--- config.mk ---
export PLATFORM = sky130hd
export DESIGN_NAME = pss_phy_status
export DESIGN_NICKNAME = d
export VERILOG_FILES = /design/src/rtl/pss_pkg.sv /design/src/rtl/pss_col_if.sv /design/src/rtl/pss_col_test.sv /design/src/rtl/pss_latch.sv /design/src/rtl/pss_phy_status.sv
export SDC_FILE = /design/constraint.sdc
export NUM_CORES = 1
export LEC_CHECK = 0
export ABC_AREA = 1
export BUFFER_PORTS_ARGS = -buffer_cell sky130_fd_sc_hd__buf_4
export CAP_MARGIN = 0
export CORE_MARGIN = 2
export CORE_UTILIZATION = 55
export DETAILED_ROUTE_END_ITERATION = 6
export PLACE_DENSITY = 0.73
export SYNTH_ARGS = -nofsm -noshare
export SYNTH_HDL_FRONTEND = slang
export SYNTH_SLANG_ARGS = --single-unit
export TNS_END_PERCENT = 30
--- constraint.sdc ---
create_clock -name mclk_i -period 4.9 [get_ports mclk_i]
set_clock_uncertainty 0.05 [all_clocks]
set_input_delay 1.225 -clock mclk_i [delete_from_list [all_inputs] [get_ports mclk_i]]
set_output_delay 1.225 -clock mclk_i [all_outputs]
set_load 0.005 [all_outputs]
--- src/rtl/pss_pkg.sv ---
// constants, types and register layout for the phy status register bank
package pss_pkg;
	// management register addresses
	localparam logic [4:0] REG_CTRL = 5'h00;
	localparam logic [4:0] REG_STAT = 5'h01;
	// control register field positions
	localparam int CTRL_LOOP_BIT = 14;
	localparam int CTRL_COLT_BIT = 7;
	// status register field positions
	localparam int STAT_T4_BIT = 15;
	localparam int STAT_OVR_HI = 14;
	localparam int STAT_OVR_LO = 6;
	localparam int STAT_ANC_BIT = 5;
	localparam int STAT_RF_BIT = 4;
	localparam int STAT_ANA_BIT = 3;
	localparam int STAT_LINK_BIT = 2;
	localparam int STAT_JAB_BIT = 1;
	localparam int STAT_EXT_BIT = 0;
	// reset values
	localparam logic [15:0] STAT_RESET = 16'h7809;
	localparam logic [8:0] OVR_RESET = 9'h1E0;
	localparam logic CTRL_LOOP_RESET = 1'h0;
	localparam logic CTRL_COLT_RESET = 1'h0;
	// management frame fields
	localparam logic [4:0] PRE_ONES = 5'h1F;
	localparam logic [1:0] OP_READ = 2'h2;
	localparam logic [1:0] OP_WRITE = 2'h1;
	localparam logic [4:0] LAST_ADR_BIT = 5'h09;
	localparam logic [4:0] LAST_DATA_BIT = 5'h0F;
	// collision test timing
	localparam int CLK_PERIOD_PS = 4000;
	localparam int BIT_TIME_PS = 10000;
	localparam int COL_ON_BITS = 512;
	localparam int COL_OFF_BITS = 4;
	localparam int COL_ON_CYC = (COL_ON_BITS * BIT_TIME_PS) / CLK_PERIOD_PS;
	localparam int COL_OFF_CYC = (COL_OFF_BITS * BIT_TIME_PS) / CLK_PERIOD_PS;
	// management frame receiver states, gray along the frame
	typedef enum logic [2:0] {
		MF_PRE = 3'h0,
		MF_START = 3'h1,
		MF_CMD = 3'h3,
		MF_ADR = 3'h2,
		MF_TURN = 3'h6,
		MF_DATA = 3'h7
	} pss_mf_state_t;
endpackage

--- src/rtl/pss_col_if.sv ---
// carrier between the register bank and the collision test unit
`timescale 1ns/1ps
`default_nettype none
interface pss_col_if;
	logic col_test;
	logic loopback;
	logic txen;
	logic col_det;
	logic col;
	modport unit (input col_test, input loopback, input txen, input col_det, output col);
	modport ctrl (output col_test, output loopback, output txen, output col_det, input col);
endinterface
`default_nettype wire

--- src/rtl/pss_col_test.sv ---
// collision output steering with the collision test function
`timescale 1ns/1ps
`default_nettype none
module pss_col_test
	import pss_pkg::*;
(
	// clock and reset
	input wire logic mclk_i,
	input wire logic resetn_i,
	// control and mac side signals
	pss_col_if.unit cif
);
	localparam int COL_ON_MAX = COL_ON_CYC;
	localparam int COL_OFF_MAX = COL_OFF_CYC;
	logic col;
	logic [10:0] rise_wait;

	// collision test follows txen even in loopback; loopback mutes real detection
	// test wins over loopback
	always_ff @(posedge mclk_i or negedge resetn_i) begin
		if (!resetn_i) begin
			col <= 1'h0;
		end else if (cif.col_test) begin
			col <= cif.txen;
		end else begin
			col <= cif.col_det & ~cif.loopback;
		end
	end
	assign cif.col = col;

	a_col_no_test: assert property (@(posedge mclk_i) disable iff (!resetn_i)
		(!cif.col_test && !cif.col_det) |=> !col)
		else $error("collision raised without detection outside test");
	a_col_loop_test: assert property (@(posedge mclk_i) disable iff (!resetn_i)
		(cif.col_test && cif.loopback && cif.txen) |=> col)
		else $error("collision test blocked by loopback");
	// cycles that a test mode txen has waited for collision; too long for a delay range
	always_ff @(posedge mclk_i or negedge resetn_i) begin
		if (!resetn_i) begin
			rise_wait <= 11'h000;
		end else if (!(cif.col_test && cif.txen) || col) begin
			rise_wait <= 11'h000;
		end else if (rise_wait != 11'h7FF) begin
			rise_wait <= rise_wait + 11'h001;
		end
	end

	a_col_rise_time: assert property (@(posedge mclk_i) disable iff (!resetn_i)
		rise_wait < 11'(COL_ON_MAX))
		else $error("collision not raised in time after txen");
	a_col_fall_time: assert property (@(posedge mclk_i) disable iff (!resetn_i)
		(cif.col_test && $fell(cif.txen)) |-> ##[1:COL_OFF_MAX] (!col || !cif.col_test || cif.txen))
		else $error("collision not dropped in time after txen");
endmodule
`default_nettype wire

--- src/rtl/pss_latch.sv ---
// one latching status bit, latch high or latch low by parameter
`timescale 1ns/1ps
`default_nettype none
module pss_latch #(
	parameter logic ACT = 1'h1
) (
	// clock and reset
	input wire logic mclk_i,
	input wire logic resetn_i,
	// condition and read clear
	input wire logic cond_i,
	input wire logic rd_clr_i,
	output logic q_o
);
	// event holds until read, then tracks condition; event beats clear
	always_ff @(posedge mclk_i or negedge resetn_i) begin
		if (!resetn_i) begin
			q_o <= 1'h0;
		end else if (cond_i == ACT) begin
			q_o <= ACT;
		end else if (rd_clr_i) begin
			q_o <= cond_i;
		end
	end

	a_latch_hold: assert property (@(posedge mclk_i) disable iff (!resetn_i)
		(q_o == ACT && !rd_clr_i) |=> (q_o == ACT))
		else $error("latched status bit lost before read");
endmodule
`default_nettype wire

--- src/rtl/pss_phy_status.sv ---
// phy control/status management registers behind the serial management port
`timescale 1ns/1ps
`default_nettype none

module pss_phy_status
	import pss_pkg::*;
(
	// clock and reset
	input wire logic mclk_i,
	input wire logic resetn_i,
	// serial management port
	input wire logic mdc_i,
	input wire logic mdio_i,
	output logic mdio_o,
	output logic mdio_oe_n_o,
	input wire logic [4:0] phy_addr_i,
	input wire logic override_en_i,
	// mac side collision path
	input wire logic txen_i,
	input wire logic col_det_i,
	output logic col_o,
	output logic loopback_o,
	// status sources
	input wire logic an_done_i,
	input wire logic rf_event_i,
	input wire logic link_ok_i,
	input wire logic jabber_i
);
	pss_mf_state_t state;
	logic mdc_q;
	logic mdc_rise;
	logic mdc_fall;
	logic [4:0] cnt;
	logic [4:0] ones;
	logic [1:0] op;
	logic [9:0] adr;
	logic [15:0] wsh;
	logic [9:0] next_adr;
	logic [15:0] next_wsh;
	logic hit;
	logic [15:0] rd_word;
	logic rd_clr;
	logic drive;
	logic dout;
	logic loopback;
	logic col_test;
	logic [8:0] ovr;
	logic anc_q;
	logic rf_q;
	logic link_q;
	logic jab_q;
	logic [15:0] stat_word;
	logic [15:0] ctrl_word;
	logic preamble_supp;

	pss_col_if cif ();

	// mdc edge detection, pins are synchronous to mclk
	always_ff @(posedge mclk_i or negedge resetn_i) begin
		if (!resetn_i) begin
			mdc_q <= 1'h0;
		end else begin
			mdc_q <= mdc_i;
		end
	end
	assign mdc_rise = mdc_i & ~mdc_q;
	assign mdc_fall = ~mdc_i & mdc_q;
	assign next_adr = {adr[8:0], mdio_i};
	assign next_wsh = {wsh[14:0], mdio_i};

	// suppression bit relaxes the preamble need
	assign preamble_supp = ovr[STAT_OVR_LO - STAT_OVR_LO];

	always_comb begin
		ctrl_word = 16'h0000;
		ctrl_word[CTRL_LOOP_BIT] = loopback;
		ctrl_word[CTRL_COLT_BIT] = col_test;
	end

	// status word assembled from fixed, override and latched bits
	always_comb begin
		stat_word = 16'h0000;
		stat_word[STAT_T4_BIT] = 1'h0;
		// abilities, reserved and suppression from override bits
		stat_word[STAT_OVR_HI:STAT_OVR_LO] = ovr;
		stat_word[STAT_ANC_BIT] = anc_q;
		stat_word[STAT_RF_BIT] = rf_q;
		stat_word[STAT_ANA_BIT] = STAT_RESET[STAT_ANA_BIT];
		stat_word[STAT_LINK_BIT] = link_q;
		stat_word[STAT_JAB_BIT] = jab_q;
		stat_word[STAT_EXT_BIT] = STAT_RESET[STAT_EXT_BIT];
	end

	// management frame receiver, stepped on mdc rising edges
	always_ff @(posedge mclk_i or negedge resetn_i) begin
		if (!resetn_i) begin
			state <= MF_PRE;
			cnt <= 5'h00;
			ones <= 5'h00;
			op <= 2'h0;
			adr <= 10'h000;
			wsh <= 16'h0000;
		end else if (mdc_rise) begin
			unique case (state)
				MF_PRE: begin
					if (mdio_i) begin
						if (ones != PRE_ONES) begin
							ones <= ones + 5'h01;
						end
					end else begin
						// start bit honoured after full preamble or when suppressed
						if (ones == PRE_ONES || preamble_supp) begin
							state <= MF_START;
						end
						ones <= 5'h00;
					end
				end
				MF_START: begin
					state <= mdio_i ? MF_CMD : MF_PRE;
					cnt <= 5'h00;
				end
				MF_CMD: begin
					op <= {op[0], mdio_i};
					cnt <= cnt + 5'h01;
					if (cnt == 5'h01) begin
						state <= MF_ADR;
						cnt <= 5'h00;
					end
				end
				MF_ADR: begin
					adr <= next_adr;
					cnt <= cnt + 5'h01;
					if (cnt == LAST_ADR_BIT) begin
						state <= MF_TURN;
						cnt <= 5'h00;
					end
				end
				MF_TURN: begin
					cnt <= cnt + 5'h01;
					if (cnt == 5'h01) begin
						state <= MF_DATA;
						cnt <= 5'h00;
					end
				end
				MF_DATA: begin
					wsh <= next_wsh;
					cnt <= cnt + 5'h01;
					if (cnt == LAST_DATA_BIT) begin
						state <= MF_PRE;
						cnt <= 5'h00;
					end
				end
				default: begin
					state <= MF_PRE;
				end
			endcase
		end
	end

	// address match, captured as the last address bit arrives
	always_ff @(posedge mclk_i or negedge resetn_i) begin
		if (!resetn_i) begin
			hit <= 1'h0;
		end else if (mdc_rise && state == MF_ADR && cnt == LAST_ADR_BIT) begin
			hit <= (next_adr[9:5] == phy_addr_i);
		end
	end

	// read snapshot and read-clear pulse for the latched status bits
	always_ff @(posedge mclk_i or negedge resetn_i) begin
		if (!resetn_i) begin
			rd_word <= 16'h0000;
			rd_clr <= 1'h0;
		end else begin
			rd_clr <= 1'h0;
			if (mdc_rise && state == MF_ADR && cnt == LAST_ADR_BIT && op == OP_READ) begin
				if (next_adr[4:0] == REG_STAT) begin
					rd_word <= stat_word;
					rd_clr <= (next_adr[9:5] == phy_addr_i);
				end else if (next_adr[4:0] == REG_CTRL) begin
					rd_word <= ctrl_word;
				end else begin
					rd_word <= 16'h0000;
				end
			end
		end
	end

	// read data driven on mdc falling edges, zero in second turnaround bit
	always_ff @(posedge mclk_i or negedge resetn_i) begin
		if (!resetn_i) begin
			drive <= 1'h0;
			dout <= 1'h0;
		end else if (mdc_fall) begin
			drive <= hit && op == OP_READ &&
				((state == MF_TURN && cnt == 5'h01) || state == MF_DATA);
			dout <= (state == MF_DATA) ? rd_word[4'hF - cnt[3:0]] : 1'h0;
		end
	end
	assign mdio_o = dout;
	assign mdio_oe_n_o = ~drive;

	// control register writes: loopback and collision test only
	always_ff @(posedge mclk_i or negedge resetn_i) begin
		if (!resetn_i) begin
			loopback <= CTRL_LOOP_RESET;
			col_test <= CTRL_COLT_RESET;
		end else if (mdc_rise && state == MF_DATA && cnt == LAST_DATA_BIT &&
			hit && op == OP_WRITE && adr[4:0] == REG_CTRL) begin
			loopback <= next_wsh[CTRL_LOOP_BIT];
			col_test <= next_wsh[CTRL_COLT_BIT];
		end
	end

	// override writable status bits 14..6; all other status bits ignore writes
	// gated by override enable
	always_ff @(posedge mclk_i or negedge resetn_i) begin
		if (!resetn_i) begin
			ovr <= OVR_RESET;
		end else if (mdc_rise && state == MF_DATA && cnt == LAST_DATA_BIT &&
			hit && op == OP_WRITE && adr[4:0] == REG_STAT && override_en_i) begin
			// reserved bits stored like the others
			ovr <= next_wsh[STAT_OVR_HI:STAT_OVR_LO];
		end
	end

	pss_latch #(.ACT(1'h1)) u_anc (
		.mclk_i(mclk_i),
		.resetn_i(resetn_i),
		.cond_i(an_done_i),
		.rd_clr_i(rd_clr),
		.q_o(anc_q)
	);
	pss_latch #(.ACT(1'h1)) u_rf (
		.mclk_i(mclk_i),
		.resetn_i(resetn_i),
		.cond_i(rf_event_i),
		.rd_clr_i(rd_clr),
		.q_o(rf_q)
	);
	pss_latch #(.ACT(1'h0)) u_link (
		.mclk_i(mclk_i),
		.resetn_i(resetn_i),
		.cond_i(link_ok_i),
		.rd_clr_i(rd_clr),
		.q_o(link_q)
	);
	pss_latch #(.ACT(1'h1)) u_jab (
		.mclk_i(mclk_i),
		.resetn_i(resetn_i),
		.cond_i(jabber_i),
		.rd_clr_i(rd_clr),
		.q_o(jab_q)
	);

	// collision test unit hookup
	assign cif.col_test = col_test;
	assign cif.loopback = loopback;
	assign cif.txen = txen_i;
	assign cif.col_det = col_det_i;
	assign col_o = cif.col;
	assign loopback_o = loopback;

	pss_col_test u_col (
		.mclk_i(mclk_i),
		.resetn_i(resetn_i),
		.cif(cif)
	);

	a_stat_t4_zero: assert property (@(posedge mclk_i) disable iff (!resetn_i)
		stat_word[STAT_T4_BIT] == 1'h0)
		else $error("four pair bit reads one");
	a_stat_fixed_one: assert property (@(posedge mclk_i) disable iff (!resetn_i)
		stat_word[STAT_ANA_BIT] && stat_word[STAT_EXT_BIT])
		else $error("fixed capability bit reads zero");
	a_ctrl_rsv_zero: assert property (@(posedge mclk_i) disable iff (!resetn_i)
		ctrl_word[6:0] == 7'h00)
		else $error("reserved control bits not zero");
	a_ovr_locked: assert property (@(posedge mclk_i) disable iff (!resetn_i)
		!override_en_i |=> $stable(ovr))
		else $error("override bits changed while override disabled");
	a_anc_latched: assert property (@(posedge mclk_i) disable iff (!resetn_i)
		(an_done_i && !rd_clr) |=> stat_word[STAT_ANC_BIT])
		else $error("auto-negotiation complete not latched");
	a_link_low_held: assert property (@(posedge mclk_i) disable iff (!resetn_i)
		(!link_ok_i ##1 (link_ok_i && !rd_clr)[*2]) |-> !stat_word[STAT_LINK_BIT])
		else $error("link drop not held until read");
endmodule
`default_nettype wire

==> key figures <==
Outcome
  • Status: complete, no violations

Timing
  • Transition time of the tightest slew-check pin: 956.3 ps
  • Accumulated negative setup slack: 0 ps
  • Final slew viol count: 0
  • Final cycle utilization of the critical path: 0.5573
  • Number of hold-slack violations in the final timing report: 0
  • Clock period minus worst slack: 2731 ps
  • RSZ-0062 raised after global routing: false
  • Setup violation total in the final timing report: 0
  • Max Fclk: 0.3662 GHz
  • Max-slew headroom: 0.3618

Global routing
  • Met1 routing resource usage after global routing: 0.2796
  • Aggregate global routing overflow: 0
  • Busiest layer in global routing: met2
  • Met3 routing resource usage after global routing: 0.04871
  • Via count of the first global-routing pass: 2561
  • Met2 usage: 0.2991
  • Initial antenna violation count: 0
  • Global-route wire length before repair: 11330 um
  • Pin count of the biggest net entering global routing: 74
  • Global router's overall resource usage: 0.1983

Floorplanning
  • Rows: 28
  • Die span in x: 83.21 um
  • Initial core utilization: 0.5760
  • Boundary Pins: 20
  • Floorplan Core Area: 5991 um2
  • Die outline area: 6924 um2
  • DIE HEIGHT: 83.21 um

Detailed routing
  • Via-per-instance ratio: 5.071
  • Number of optimization iterations in the first detailed-route pass: 4
  • Total Wirelength: 6143 um
  • Post-DR wirelength/cell: 12.16 um
  • ANT nets after route: 0
  • DRC violation total after the first TritonRoute iteration: 139
  • Remaining design rule violation count: 0
  • Total via count in the routed design: 2561

Critical path
  • Critical-path maximum fanout: 30
  • Sort of element at the end of the critical path: register
  • Data arrival, critical path: 2930 ps
  • Critical path start-end classification: input pin to register
  • Critical path required time: 5100 ps
  • Kind of start point of the critical path: input pin

Yosys
  • Post-synthesis cell type count: 31
  • Synth warn: 0
  • Number of enable-type register cells in the synthesized netlist: 0
  • Portion of the post-synthesis area used by sequential elements: 0.5308
  • Net count after synthesis: 426
  • Leading cell types by total area after synthesis: sky130_fd_sc_hd__dfrtp_1 50%, sky130_fd_sc_hd__nand2_1 11%, sky130_fd_sc_hd__inv_1 6.1%
  • Synthesized instance count: 404
  • Cell area after synthesis: 3451 um2
  • Async S/R FF share, synth: 1.000
  • Mapped Avg Cell Area: 8.542 um2
  • Top cell type's share of synthesized area: 0.5004
  • Synth Register Bits: 73
  • Synth area leader: sky130_fd_sc_hd__dfrtp_1
  • Most frequently used flop master after synthesis: sky130_fd_sc_hd__dfrtp_1

Power
  • Combinational group share of total power: 0.036
  • Portion of total power attributed to the clock network: 0.423
  • Total net switching power: 0.2485 mW
  • Cell Pwr Density: 295.3 nW/um2
  • Highest ir drop seen on vdd: 0.0002648 V
  • Switching fraction of total power: 0.2191
  • Part of the total power dissipated in sequential elements: 0.541
  • Leakage power figure: 1.918 nW
  • Final Power: 1.134 mW
  • Cell internal power dissipation: 0.8855 mW

Cells and area
  • Area Growth Syn to Fin: 11.28%
  • Most common cell after layout, fill and taps aside: sky130_fd_sc_hd__nand2_1
  • Commonest cells after routing, fill and taps aside: 104 x sky130_fd_sc_hd__nand2_1, 69 x sky130_fd_sc_hd__dfrtp_1, 56 x sky130_fd_sc_hd__inv_1, 38 x sky130_fd_sc_hd__nand3_1, 36 x sky130_fd_sc_hd__o21ai_0
  • Number of diodes added for antenna fixing: 0
  • Footprint of the multi-input gates: 1353 um2
  • Final instance area: 3840 um2
  • Total of fill cells in the finished design: 524
  • Fraction of final layout cells with drive strength greater than 1: 0.1442
  • Number of nets in the finished design: 447
  • Area taken by flip-flops and latches: 1832 um2

Placement
  • DP HPWL: 4327 um
  • Placer's final routability congestion estimate: 0.8755
  • Number of buffer cells added on primary ports: 19
  • Dpl cell area: 3635 um2

Clock tree
  • Post-CTS repair timing setup buffer count: 0
  • Number of buffers created by CTS: 9
  • Sink Count: 73
  • CTS clk-pin slew, worst paths: 70 ps
  • Quantity of hold-fixing buffers added after cts: 0
  • TritonCTS clock tree: built
  • Source-to-sink clock delay at the later pin of the worst-skew pair: 340 ps
  • Number of buffers on the longest clock path: 2
  • Library cell used as clock root buffer: sky130_fd_sc_hd__clkbuf_8
  • Cts repair resizes: 0
  • Number of H-tree levels: 3

Hold path
  • Worst hold-check path type: register to register

Job
  • Count of maximum capacitance violations: 0
[sequential cells by signal, summed over array words and instances, names as in the netlist, 2 cells and up]
signal	cells
adr	9
cnt	5
ones	5
op	2
ovr	9
rd_word	14
state	3
wsh	14
[final cells by class]
class,instances,area share
well taps,75,0.02444
clock buffers,11,0.03943
repair buffers,19,0.03715
inverters,57,0.05572
multi-input cells,265,0.3522
clock inverters,5,0.01401
flip-flops and latches,73,0.4770
[metrics by stage]
stage	hold slack, ps	utilization	cells	setup WS (ps)
2_1_floorplan	402.4	-	404	2648
3_3_place_gp	412.3	0.6067	489	1839
3_5_place_dp	417.7	0.6067	489	1794
4_1_cts	429.3	0.6410	505	2138
5_1_grt	436.3	0.6410	505	1879
6_report	426.9	0.6410	505	2169
[power groups by stage]
stage	sequential, mW	clock, mW	combinational [mW]
6_report	0.613	0.479	0.0412
3_3_place_gp	0.625	0	0.0411
2_1_floorplan	0.624	0	0.0166
3_5_place_dp	0.625	0	0.0422
5_1_grt	0.614	0.520	0.0491
4_1_cts	0.613	0.492	0.0424
[kinds of logic after synthesis]
group / Yosys count / synth area share
AND/OR/NAND/NOR: 190 / 0.2480
XOR/XNOR: 6 / 0.01523
multiplexers: 2 / 0.006526
AO/OA/AOI/OAI: 61 / 0.1004
flip-flops: 73 / 0.5308
adder cells (fa/ha/maj): 6 / 0.02175
buffers and inverters: 66 / 0.07723
[metal layers]
metal / routed length, um / up-vias
met5: 0 / -
met4: 65 / 0
met3: 235 / 7
met2: 2785 / 43
met1: 3057 / 1190
li1: - / 1321
[worst paths after layout]
kind                            slack (ps)  cells past startpoint         to     start
min in group asynchronous              950                      1  u_anc.q_o  resetn_i
worst max-delay path                  2170                      5     ovr[2]     mdc_i
worst min-delay path                   430                      2     ovr[6]    ovr[6]
worst min register to register         430                      2     ovr[6]    ovr[6]
worst max register to register        2310                      8     ovr[2]    cnt[0]
max in group asynchronous             3270                      1    wsh[11]  resetn_i
[worst max-delay path: stages]
cell and delay [ps]:
sky130_fd_sc_hd__buf_4 90, sky130_fd_sc_hd__nand2_1 100, sky130_fd_sc_hd__nor2_2 760, sky130_fd_sc_hd__nand3_2 470
sky130_fd_sc_hd__o21ai_0 280
[Yosys cell counts, types with 3 or more instances]
master                     instances
sky130_fd_sc_hd__buf_2             3
sky130_fd_sc_hd__nand2_1         104
sky130_fd_sc_hd__clkbuf_1          4
sky130_fd_sc_hd__o21ai_0          36
sky130_fd_sc_hd__inv_1            56
sky130_fd_sc_hd__nand3_1          38
sky130_fd_sc_hd__o21bai_1          4
sky130_fd_sc_hd__nand4_1           8
sky130_fd_sc_hd__o21ai_2           7
sky130_fd_sc_hd__dfrtp_1          69
sky130_fd_sc_hd__a21oi_1           5
sky130_fd_sc_hd__or2_2             4
sky130_fd_sc_hd__nor2_1           23
sky130_fd_sc_hd__o21ai_1           7
sky130_fd_sc_hd__xnor2_1           4
sky130_fd_sc_hd__dfstp_2           4
sky130_fd_sc_hd__ha_1              6
sky130_fd_sc_hd__nor2_4            3
(Power assumes the default switching activity.)
